===== src/inc/rpm_defines.svh =====
// Purpose: constants of the front-end bus power-state and output-code slave
// Assumes: included by its bare name, once per compilation unit
// Notes:   addresses are bus register addresses, not byte addresses
`ifndef RPM_DEFINES_SVH
`define RPM_DEFINES_SVH
// register addresses
`define RPM_ADDR_TURBO    8'h01
`define RPM_ADDR_DAC_A    8'h02
`define RPM_ADDR_DAC_B    8'h03
`define RPM_ADDR_STATUS   8'h1A
`define RPM_ADDR_POWER    8'h1C
`define RPM_ADDR_LAST     8'h1F
`define RPM_ADDR_BEYOND   8'hFF
// power-state field codes and reset values
`define RPM_PS_ACTIVE     2'h0
`define RPM_PS_STARTUP    2'h1
`define RPM_PS_LOW        2'h2
`define RPM_PS_RESERVED   2'h3
`define RPM_RST_BYTE      8'h00
`define RPM_RST_FLAGS     7'h00
// command opcodes
`define RPM_OP_WRITE      3'h2
`define RPM_OP_READ       3'h3
`define RPM_OP_EXTWR      4'h0
`define RPM_OP_EXTRD      4'h2
// frame bit counts, as last bit index
`define RPM_CMD_LAST      4'hC
`define RPM_FRAME_LAST    4'h8
// status flag positions within the low seven bits
`define RPM_F_CMD_PAR     6
`define RPM_F_CMD_LEN     5
`define RPM_F_ADDR_PAR    4
`define RPM_F_DATA_PAR    3
`define RPM_F_RD_UNUSED   2
`define RPM_F_WR_UNUSED   1
`define RPM_F_BUS_ERR     0
`endif


===== src/inc/rpm_pkg.sv =====
// Purpose: types of the front-end bus power-state and output-code slave
// Assumes: nothing
// Notes:   constants live in rpm_defines.svh
package rpm_pkg;
	typedef enum logic [2:0] {ST_IDLE, ST_CMD, ST_ADDR, ST_DATA, ST_TA, ST_RD, ST_PARK} rpm_state_e;
	typedef logic [7:0] rpm_byte_t;
	typedef logic [1:0] rpm_pstate_t;
endpackage : rpm_pkg


===== src/core/rpm_top.sv =====
// Purpose: slave command handling for a two-output bias controller on a two-wire front-end bus
// Assumes: bus clock well below CLK_I/4; SCLK_I, SDATA_I, SLAVE_ADDR_I are asynchronous
// Notes:   master drives on SCLK rise, slave samples on SCLK fall; odd parity on every frame
`timescale 1ns/1ps
`include "rpm_defines.svh"

module rpm_top (
	input  wire logic              CLK_I,
	input  wire logic              RESETN_I,
	input  wire logic              SCLK_I,
	input  wire logic              SDATA_I,
	input  wire logic [3:0]        SLAVE_ADDR_I,
	output logic                   SDATA_O,
	output logic                   SDATA_OE_O,
	output rpm_pkg::rpm_pstate_t   POWER_STATE_O,
	output logic                   BOOST_EN_O,
	output logic                   OUT_A_EN_O,
	output logic                   OUT_B_EN_O,
	output logic                   LOW_POWER_O,
	output rpm_pkg::rpm_byte_t     TURBO_O,
	output rpm_pkg::rpm_byte_t     DAC_A_O,
	output rpm_pkg::rpm_byte_t     DAC_B_O,
	output rpm_pkg::rpm_byte_t     STATUS_O
);
	import rpm_pkg::*;

	// odd parity: frame plus its parity bit holds an odd count of ones
	function automatic logic odd_ok(input logic [12:0] v);
		odd_ok = ^v;
	endfunction : odd_ok

	logic [2:0]  sclk_reg,  sclk_next;
	logic [2:0]  sdata_reg, sdata_next;
	logic [3:0]  own_m_reg, own_m_next;
	logic [3:0]  own_reg,   own_next;
	logic        sclk_rise, sclk_fall, sdata_rise, sdata_fall, ssc;

	// two-stage synchronisers plus one stage for edge finding
	always_comb
	begin
		sclk_next  = {sclk_reg[1:0], SCLK_I};
		sdata_next = {sdata_reg[1:0], SDATA_I};
		own_m_next = SLAVE_ADDR_I;
		own_next   = own_m_reg;
	end

	always_ff @(posedge CLK_I or negedge RESETN_I)
	begin
		if (!RESETN_I)
		begin
			sclk_reg  <= 3'h0;
			sdata_reg <= 3'h0;
			own_m_reg <= 4'h0;
			own_reg   <= 4'h0;
		end
		else
		begin
			sclk_reg  <= sclk_next;
			sdata_reg <= sdata_next;
			own_m_reg <= own_m_next;
			own_reg   <= own_next;
		end
	end

	// only stages 1 and 2 are looked at; stage 0 feeds stage 1 alone
	assign sclk_rise  = sclk_reg[1] & ~sclk_reg[2];
	assign sclk_fall  = ~sclk_reg[1] & sclk_reg[2];
	assign sdata_rise = sdata_reg[1] & ~sdata_reg[2];
	assign sdata_fall = ~sdata_reg[1] & sdata_reg[2];

	rpm_state_e  state_reg, state_next;
	logic [3:0]  cnt_reg,   cnt_next;
	logic [12:0] sh_reg,    sh_next;
	logic [7:0]  addr_reg,  addr_next;
	logic [3:0]  left_reg,  left_next;
	logic [6:0]  flag_reg,  flag_next;
	logic        arm_reg,   arm_next;
	logic        sdo_reg,   sdo_next;
	logic        sdoe_reg,  sdoe_next;
	rpm_pstate_t pst_reg,   pst_next;
	rpm_byte_t   turbo_reg, turbo_next;
	rpm_byte_t   daca_reg,  daca_next;
	rpm_byte_t   dacb_reg,  dacb_next;
	logic [12:0] bits;
	logic [6:0]  set;
	logic        clr, wr_en;
	rpm_byte_t   wr_data;

	// sequence start: data rises then falls while the bus clock stays low
	assign ssc = arm_reg & ~sclk_reg[1] & sdata_fall & ~sdoe_reg;

	// frame decoding, register writes, read-back and status flags
	always_comb
	begin
		bits       = {sh_reg[11:0], sdata_reg[1]};
		state_next = state_reg;
		cnt_next   = cnt_reg;
		sh_next    = sh_reg;
		addr_next  = addr_reg;
		left_next  = left_reg;
		arm_next   = arm_reg;
		sdo_next   = sdo_reg;
		sdoe_next  = sdoe_reg;
		pst_next   = pst_reg;
		turbo_next = turbo_reg;
		daca_next  = daca_reg;
		dacb_next  = dacb_reg;
		set        = 7'h00;
		clr        = 1'b0;
		wr_en      = 1'b0;
		wr_data    = bits[8:1];
		if (sclk_rise)
			arm_next = 1'b0;
		else if (!sclk_reg[1] && sdata_rise && !sdoe_reg)
			arm_next = 1'b1;
		if (ssc)
		begin
			// a start inside a sequence means it was cut short
			if (state_reg == ST_CMD)
				set[`RPM_F_BUS_ERR] = 1'b1;
			else if (state_reg != ST_IDLE)
				set[`RPM_F_CMD_LEN] = 1'b1;
			state_next = ST_CMD;
			cnt_next   = 4'h0;
			sdoe_next  = 1'b0;
			arm_next   = 1'b0;
		end
		else if (sclk_fall)
		begin
			cnt_next = cnt_reg + 4'h1;
			sh_next  = bits;
			case (state_reg)
				ST_CMD:
					if (cnt_reg == `RPM_CMD_LAST)
					begin
						state_next = ST_IDLE;
						cnt_next   = 4'h0;
						if (bits[12:9] != own_reg)
							state_next = ST_IDLE;
						else if (!odd_ok(bits))
							set[`RPM_F_CMD_PAR] = 1'b1;
						else if (bits[8:6] == `RPM_OP_WRITE)
						begin
							addr_next  = {3'h0, bits[5:1]};
							left_next  = 4'h0;
							state_next = ST_DATA;
						end
						else if (bits[8:6] == `RPM_OP_READ)
						begin
							addr_next  = {3'h0, bits[5:1]};
							state_next = ST_TA;
						end
						else if (bits[8:5] == `RPM_OP_EXTWR)
						begin
							left_next  = bits[4:1];
							state_next = ST_ADDR;
						end
						// extended reads and other commands drop to idle here
					end
				ST_ADDR:
					if (cnt_reg == `RPM_FRAME_LAST)
					begin
						cnt_next = 4'h0;
						if (odd_ok({4'h0, bits[8:0]}))
						begin
							addr_next  = bits[8:1];
							state_next = ST_DATA;
						end
						else
						begin
							set[`RPM_F_ADDR_PAR] = 1'b1;
							state_next = ST_IDLE;
						end
					end
				ST_DATA:
					if (cnt_reg == `RPM_FRAME_LAST)
					begin
						cnt_next = 4'h0;
						if (!odd_ok({4'h0, bits[8:0]}))
						begin
							// stop here so the rest of a damaged sequence is never written
							set[`RPM_F_DATA_PAR] = 1'b1;
							state_next = ST_IDLE;
						end
						else
						begin
							wr_en = 1'b1;
							if (left_reg == 4'h0)
								state_next = ST_IDLE;
							else
							begin
								left_next = left_reg - 4'h1;
								// past the last address the bytes land nowhere
								addr_next = (addr_reg < `RPM_ADDR_LAST) ? addr_reg + 8'h01 : `RPM_ADDR_BEYOND;
							end
						end
					end
				ST_TA:
				begin
					cnt_next = 4'h0;
					if (addr_reg == `RPM_ADDR_STATUS)
					begin
						sh_next    = {4'h0, 1'b0, flag_reg, ~^flag_reg};
						state_next = ST_RD;
					end
					else
					begin
						set[`RPM_F_RD_UNUSED] = 1'b1;
						state_next = ST_IDLE;
					end
				end
				ST_RD:
				begin
					sh_next = {sh_reg[11:0], 1'b0};
					if (cnt_reg == `RPM_FRAME_LAST)
						state_next = ST_PARK;
				end
				ST_PARK:
				begin
					sdoe_next  = 1'b0;
					clr        = 1'b1;
					state_next = ST_IDLE;
				end
				default:
					cnt_next = 4'h0;
			endcase
		end
		else if (sclk_rise)
		begin
			// the slave drives read data and the park bit on rising edges
			if (state_reg == ST_RD)
			begin
				sdo_next  = sh_reg[8];
				sdoe_next = 1'b1;
			end
			else if (state_reg == ST_PARK)
				sdo_next = 1'b0;
		end
		if (wr_en)
		begin
			case (addr_reg)
				`RPM_ADDR_TURBO: turbo_next = wr_data;
				`RPM_ADDR_DAC_A: daca_next  = wr_data;
				`RPM_ADDR_DAC_B: dacb_next  = wr_data;
				`RPM_ADDR_POWER:
					if (wr_data[7:6] != `RPM_PS_RESERVED)
						pst_next = wr_data[7:6];
				default: set[`RPM_F_WR_UNUSED] = 1'b1;
			endcase
		end
		// a fresh fault in the clearing cycle survives the clear
		flag_next = (clr ? `RPM_RST_FLAGS : flag_reg) | set;
	end

	always_ff @(posedge CLK_I or negedge RESETN_I)
	begin
		if (!RESETN_I)
		begin
			state_reg <= ST_IDLE;
			cnt_reg   <= 4'h0;
			sh_reg    <= 13'h0000;
			addr_reg  <= `RPM_RST_BYTE;
			left_reg  <= 4'h0;
			flag_reg  <= `RPM_RST_FLAGS;
			arm_reg   <= 1'b0;
			sdo_reg   <= 1'b0;
			sdoe_reg  <= 1'b0;
			pst_reg   <= `RPM_PS_ACTIVE;
			turbo_reg <= `RPM_RST_BYTE;
			daca_reg  <= `RPM_RST_BYTE;
			dacb_reg  <= `RPM_RST_BYTE;
		end
		else
		begin
			state_reg <= state_next;
			cnt_reg   <= cnt_next;
			sh_reg    <= sh_next;
			addr_reg  <= addr_next;
			left_reg  <= left_next;
			flag_reg  <= flag_next;
			arm_reg   <= arm_next;
			sdo_reg   <= sdo_next;
			sdoe_reg  <= sdoe_next;
			pst_reg   <= pst_next;
			turbo_reg <= turbo_next;
			daca_reg  <= daca_next;
			dacb_reg  <= dacb_next;
		end
	end

	// enables decode from the held state; reserved code never gets stored
	assign POWER_STATE_O = pst_reg;
	assign BOOST_EN_O    = (pst_reg == `RPM_PS_ACTIVE) || (pst_reg == `RPM_PS_STARTUP);
	assign OUT_A_EN_O    = (pst_reg == `RPM_PS_ACTIVE);
	assign OUT_B_EN_O    = (pst_reg == `RPM_PS_ACTIVE);
	assign LOW_POWER_O   = (pst_reg == `RPM_PS_LOW);
	assign TURBO_O       = turbo_reg;
	assign DAC_A_O       = daca_reg;
	assign DAC_B_O       = dacb_reg;
	assign STATUS_O      = {1'b0, flag_reg};
	assign SDATA_O       = sdo_reg;
	assign SDATA_OE_O    = sdoe_reg;
endmodule : rpm_top


===== config.mk =====
export PLATFORM = sky130hd
export DESIGN_NAME = rpm_top
export DESIGN_NICKNAME = d
export VERILOG_FILES = /design/src/inc/rpm_pkg.sv /design/src/core/rpm_top.sv
export VERILOG_INCLUDE_DIRS = /design/src /design/src/inc
export SDC_FILE = /design/constraint.sdc
export NUM_CORES = 1
export LEC_CHECK = 0
export BUFFER_PORTS_ARGS = -buffer_cell sky130_fd_sc_hd__buf_2
export CAP_MARGIN = 20
export CORE_MARGIN = 2
export CORE_UTILIZATION = 58
export DETAILED_ROUTE_END_ITERATION = 7
export PLACE_DENSITY = 0.8
export SYNTH_ARGS = -nofsm -noshare
export SYNTH_HDL_FRONTEND = slang
export SYNTH_SLANG_ARGS = --single-unit

===== constraint.sdc =====
create_clock -name CLK_I -period 2.6 [get_ports CLK_I]
set_clock_uncertainty 0.1 [all_clocks]
set_input_delay 0.39 -clock CLK_I [delete_from_list [all_inputs] [get_ports CLK_I]]
set_output_delay 0.39 -clock CLK_I [all_outputs]
set_load 0.05 [all_outputs]

==> flow_summary.ini, run 1 <==
[place]
dpl.cell_count = 548
dp_slack_ns = -0.0644
port_buffers = 46
postPlaceCellArea_mm2 = 0.00461
dp_hpwl_um = 6700
place_congestion = 0.870

[yosys]
ys_ff_latch = 81
netlist_area_mm2 = 0.00420
synth.avg_cell_area_um2 = 10.5
synth_ff_type = dfrtp_1
synth.most_common_cell = dfrtp_1
synth_top_area_frac = 0.483
synth_area_leaders = dfrtp_1, mux2_1, nand2_1
ys_seq_area_frac = 0.483
synth_fp_nets = 419
synth.distinct_cells = 68
synthCells = 400
synth-edff-count = 0
yosysWarnings = 0
ys_top_cells_by_count = dfrtp_1, nand2_1, nor2_1, mux2_1, o21ai_0
synth_area_leader_cell = dfrtp_1
synth_async_sr_flop_share = 1.00

[die]
core-area_mm2 = 0.00714
pin_count = 48
start_util = 0.588
die_x_um = 89.1
die_area_mm2 = 0.00793
die_height_um = 89.1
row_count = 31

[routing]
firstDrtPassIters = 7
drc_errors = 0
wl_per_cell_um = 16.9
wirelength_um = 9680
drtIter0Drc = 307
vias_per_cell = 5.86
vias = 3351
ant_nets = 0

[setup_path]
cp.required_ns = 2.79
crit_type = reg2reg
crit_slowest_cell = or4_4
crit_chain = ha_1 > or4_4 > a21oi_2 > nand3b_1 > mux2i_2 > o22ai_2 > or3_1 > o21ai_0
r2r-start = sh_reg[6]
ff2ff_path_depth = 8
worstPathArrival_ns = 2.73
start_kind = flip-flop
slowest_delay_ns = 0.55
r2r_end = left_reg[0]
cp_max_fo = 5
reg2reg_slack_ns = 0.06
endpoint_kind = flip-flop

[timing]
layout_setup_ws_ns = 0.0571
post-route-min-period_ns = 2.54
slew_viol_final = 0
setup_viol = 0
fin_setup_tns_ns = 0
tightest_slew_ns = 0.612
fmax_mhz = 393
rsz0062_at_grt = yes
holdWs_ns = 0.0310
timing.final.crit_share = 0.978
hold_viol_final = 0
relSlewSlack = 0.592

[cells_and_area]
diodes = 0
syn_to_final_growth_pct = 17.9
layoutNonFillerInstCount = 572
final_layout_size_suffix_gt1_frac = 0.268
final.fill_count = 534
largest_reg_flops = 12
fin_area_mm2 = 0.00495
fin_nets = 487

[clock_tree]
clkLatencyLatePin_ns = 0.36
htreeDepth = 3
cts_buffers = 9
cts_buffer_depth = 2
cts_root_buffer = clkbuf_8
cts_tree = yes
clkTransAtPathRegs_ns = 0.09
cts.sinks = 81

[min_path]
hold_depth = 1
min_from = SDATA_I
hold_end = sdata_reg[0]
hp-class = in2reg

[pwr]
powerDensity_mw_per_mm2 = 744
power.static_leakage_nw = 2.38
peakVddDrop_uv = 651

[global_route]
grt_pass1_wl_um = 15500
grt.overflow.total = 0
grt_usage = 0.260
grt_max_degree = 48
grt_antenna_before_repair = 0
grt_pass1_vias = 3069

[status]
status = finished, final reports clean

[flow_run]
cap_violations = 0
## kinds of logic (layout without fill, tap and decap cells)
kind of cell	count (synthesis)	in the layout	share of synthesized area
AND/OR/NAND/NOR	130	130	0.163
AO/OA/AOI/OAI	87	87	0.143
flip-flops	81	81	0.483
buffers and inverters	36	109	0.0432
multiplexers	33	33	0.0868
XOR/XNOR	21	21	0.0474
adder cells (fa/ha/maj)	11	11	0.0328
other	1	1	0.000894
## through the flow
| stage | power [mW] | utilization |
|---|---|---|
| global route | 3.85 | 0.693 |
| floorplan | 2.27 | - |
| detailed placement | 2.53 | 0.646 |
| global placement | 2.49 | 0.646 |
| finish | 3.68 | 0.693 |
| CTS | 3.57 | 0.681 |
## how the worst max path moves through the flow
stage / depth (start not counted) / endpoint / from
2_1_floorplan: 8 / left_reg[0] / sh_reg[6]
6_report: 8 / left_reg[0] / sh_reg[6]
3_3_place_gp: 10 / addr_reg[5] / sh_reg[5]
3_5_place_dp: 10 / addr_reg[5] / sh_reg[5]
5_1_grt: 8 / left_reg[1] / sh_reg[6]
4_1_cts: 10 / left_reg[2] / sh_reg[5]
## layout make-up
cell class                      instances  area [um2]  share of cell area
Clock inverter                          6        73.8              0.0149
Multi-Input combinational cell        283        2050               0.415
Sequential cell                        81        2030               0.410
Clock buffer                           10         138              0.0278
Tap cell                               99         124              0.0250
Timing Repair Buffer                   77         468              0.0946
Inverter                               16        60.1              0.0121
## layout by cell type (no fill, tap or decap), types with 3 or more instances in the layout
cell type  instances
o22a_1             4
xor2_1             6
nand3b_1           3
or3_1              4
nor2_1            33
nor3_1             8
mux2i_1            7
xnor2_1           11
nor2b_1            3
o22ai_1            5
buf_4             31
a21o_1             3
a31oi_1            6
xnor2_2            3
nand3_1            9
inv_1             16
nand2b_1           4
ha_1              11
dfrtp_1           79
and3_1             3
nand2_2            6
nand2_1           38
a21oi_1           13
clkbuf_8          10
mux2_1            24
buf_2             45
o21ai_2            5
o21ai_0           24
## worst max-delay path: cells and delay by family (launching register included)
| kind | cells | cell delay, ns |
|---|---|---|
| AND/OR/NAND/NOR | 3 | 1.04 |
| flip-flops | 1 | 0.45 |
| AO/OA/AOI/OAI | 3 | 0.44 |
| adder cells (fa/ha/maj) | 1 | 0.23 |
| multiplexers | 1 | 0.22 |
## layer usage
| metal | vias up | part of all wire | global-route usage |
|---|---|---|---|
| li1 | 1542 | - | - |
| met1 | 1655 | 0.43 | 0.373 |
| met2 | 132 | 0.48 | 0.406 |
| met3 | 22 | 0.063 | 0.0443 |
| met4 | 0 | 0.025 | 0.0896 |
| met5 | - | 0 | 0 |
## power by group
group / total (mW) / internal [mW] / switching, mW
sequential: 1.51 / 1.37 / 0.138
combinational: 1.19 / 0.534 / 0.659
clock: 0.979 / 0.483 / 0.496
total: 3.68 / 2.39 / 1.29
## timing repair
action,4_1_cts,5_1_grt
hold buffers,1,0
pin swaps,2,7
gates resized for setup,0,11
buffers inserted,4,3
setup endpoints to repair,20,39
endpoints found under the hold margin,44,0
cloned,0,0
Note: power is estimated with default switching activity, not from simulation.
==> inputs of run 2 (changes only) <==
--- a/config.mk
+++ b/config.mk
@@ -6,7 +6,7 @@
 export SDC_FILE = /design/constraint.sdc
 export NUM_CORES = 1
 export LEC_CHECK = 0
-export BUFFER_PORTS_ARGS = -buffer_cell sky130_fd_sc_hd__buf_2
+export BUFFER_PORTS_ARGS = -buffer_cell sky130_fd_sc_hd__clkbuf_2
 export CAP_MARGIN = 20
 export CORE_MARGIN = 2
 export CORE_UTILIZATION = 58
==> constraint.sdc (replaced) <==
create_clock -name CLK_I -period 2.6 [get_ports CLK_I]
set_clock_uncertainty 0.1 [all_clocks]
set_input_delay 0.39 -clock CLK_I [delete_from_list [all_inputs] [get_ports CLK_I]]
set_output_delay 0.39 -clock CLK_I [all_outputs]
set_load 0.1 [all_outputs]
==> run 2 against run 1 <==
Against the previous run:
- sequential share of layout area shrank 0.26 points
- routed wire length rose by 0.74%
- utilization is 0.44 points higher
- hold slack improved by 0.011 ns
- combinational power rose by 5%
- fmax rose by 2.0%
- sequential power about the same
- highest routed layer unchanged
==> flow_summary.ini, run 2 (same netlist as run 1, synthesis figures left out) <==
[min_path]
hold_depth = 1
hp-class = in2reg

[timing]
timing.final.crit_share = 0.959
rsz0062_at_grt = yes
post-route-min-period_ns = 2.49
hold_viol_final = 0
relSlewSlack = 0.402
tightest_slew_ns = 0.897
slew_viol_final = 0
fmax_mhz = 401
fin_setup_tns_ns = 0
setup_viol = 0
layout_setup_ws_ns = 0.108

[place]
place_congestion = 0.904
port_buffers = 46
dp_hpwl_um = 6710
dpl.cell_count = 550
dp_slack_ns = -0.173

[routing]
drc_errors = 0
drtIter0Drc = 290
route.top_layer_used = met4
vias = 3275
firstDrtPassIters = 4
ant_nets = 0
wl_met3_um = 538
wl_per_cell_um = 17.1
met1Wirelength_um = 4240
wl_met2_um = 4840
wirelength_um = 9750
vias_per_cell = 5.74

[global_route]
grt.overflow.total = 0
grt_pass1_wl_um = 15400
grt_antenna_before_repair = 0
grt_pass1_vias = 3081
grt_max_degree = 74
grt_usage = 0.259

[die]
pin_count = 48
row_count = 31
start_util = 0.588
die_area_mm2 = 0.00793
die_x_um = 89.1
core-area_mm2 = 0.00714
die_height_um = 89.1

[clock_tree]
cts_root_buffer = clkbuf_8
clkLatencyLatePin_ns = 0.36
clkTransAtPathRegs_ns = 0.08
cts_buffer_depth = 2
cts.sinks = 81
hold_buffers = 0
cts_buffers = 9
htreeDepth = 3
cts_tree = yes

[pwr]
switching_share = 0.341
powerDensity_mw_per_mm2 = 776
clkPwrFrac = 0.288
power.static_leakage_nw = 2.39
peakVddDrop_uv = 710
intPower_mw = 2.54
power_switching_mw = 1.32
p_comb_frac = 0.324
seqPwrFrac = 0.389

[setup_path]
worstPathArrival_ns = 2.67
crit_slowest_cell = or4_4
crit_type = reg2reg
start_kind = flip-flop
cp.depth = 8
ff2ff_path_depth = 8
critPathTopFamily = simple AND/OR/NAND/NOR gates
slowest_delay_ns = 0.54
endpoint_kind = flip-flop
crit_buf_inv = 0
reg2reg_slack_ns = 0.11
cp.required_ns = 2.78
crit_chain = ha_1 > or4_4 > a21oi_2 > nand3_1 > mux2i_4 > o22ai_4 > or3_1 > o21ai_1
cp_max_fo = 4

[cells_and_area]
layoutNonFillerInstCount = 571
layout_commonest_cell = dfrtp_1
final.fill_count = 533
multiInputGateArea_mm2 = 0.00205
utilization = 0.697
largest_reg_flops = 12
area.sequential_mm2 = 0.00203
final_cell_mix = dfrtp_1, clkbuf_2, nand2_1
diodes = 0
final_layout_size_suffix_gt1_frac = 0.271
syn_to_final_growth_pct = 18.6
fin_nets = 487

[status]
status = finished, final reports clean

[flow_run]
cap_violations = 0
-- run 2: changes by cell type in the layout (fill, tap and decap cells not counted), sizes merged --
| cell | change |
|---|---|
| clkinv | +1 |
| buf | -44 |
| inv | -3 |
| bufinv | +2 |
| dlygate4sd3 | -1 |
| clkbuf | +44 |
-- run 2: worst paths after layout --
kind	start	to
hold / removal	SLAVE_ADDR_I[2]	own_m_reg[2]
max in group asynchronous	RESETN_I	POWER_STATE_O[1]
setup / recovery	sh_reg[5]	left_reg[0]
min in group asynchronous	RESETN_I	SDATA_OE_O
hold reg to reg	sclk_reg[0]	sclk_reg[1]
setup reg to reg	sh_reg[5]	left_reg[0]
-- run 2: metrics by stage --
step | power (mW) | hold slack [ns] | area, um2
2_1_floorplan | 2.32 | -0.00559 | 4220
3_3_place_gp | 2.53 | 0.231 | 4640
3_5_place_dp | 2.58 | 0.239 | 4640
4_1_cts | 3.76 | 0.0306 | 4900
5_1_grt | 4.04 | 0.0293 | 4980
6_report | 3.86 | 0.0416 | 4980
-- run 2: worst register-to-register path, delay by kind of cell, from the launching register on --
kind / cells / cell delay [ns]
compound gates: 3 / 0.39
flops: 1 / 0.42
fa+ha+maj: 1 / 0.25
simple gates: 3 / 1.04
mux: 1 / 0.23
-- run 2: repair_timing --
action	in CTS	in global routing
pin swaps	2	4
endpoints found under the setup margin	36	17
setup buffers	2	4
resized for setup	0	10
hold endpoints to repair	0	0
-- run 2: power by group through the flow --
stage | clock [mW] | combinational (mW) | sequential [mW]
floorplan | 0 | 0.759 | 1.56
global placement | 0 | 1.02 | 1.51
detailed placement | 0 | 1.06 | 1.52
CTS | 1.12 | 1.14 | 1.50
global route | 1.16 | 1.36 | 1.52
finish | 1.11 | 1.25 | 1.50
-- run 2: cell type report --
| cell class | instances | share of cell area |
|---|---|---|
| repair buffers | 77 | 0.0943 |
| flip-flops and latches | 81 | 0.408 |
| multi-input cells | 283 | 0.412 |
| inverters | 16 | 0.0128 |
| clock buffers | 9 | 0.0249 |
| clock inverters | 6 | 0.0231 |
| well taps | 99 | 0.0249 |
-- run 2: metal layers --
metal / global-route usage / up-vias
li1: - / 1541
met1: 0.360 / 1619
met2: 0.416 / 101
met3: 0.0582 / 14
met4: 0.0706 / 0
met5: 0 / -
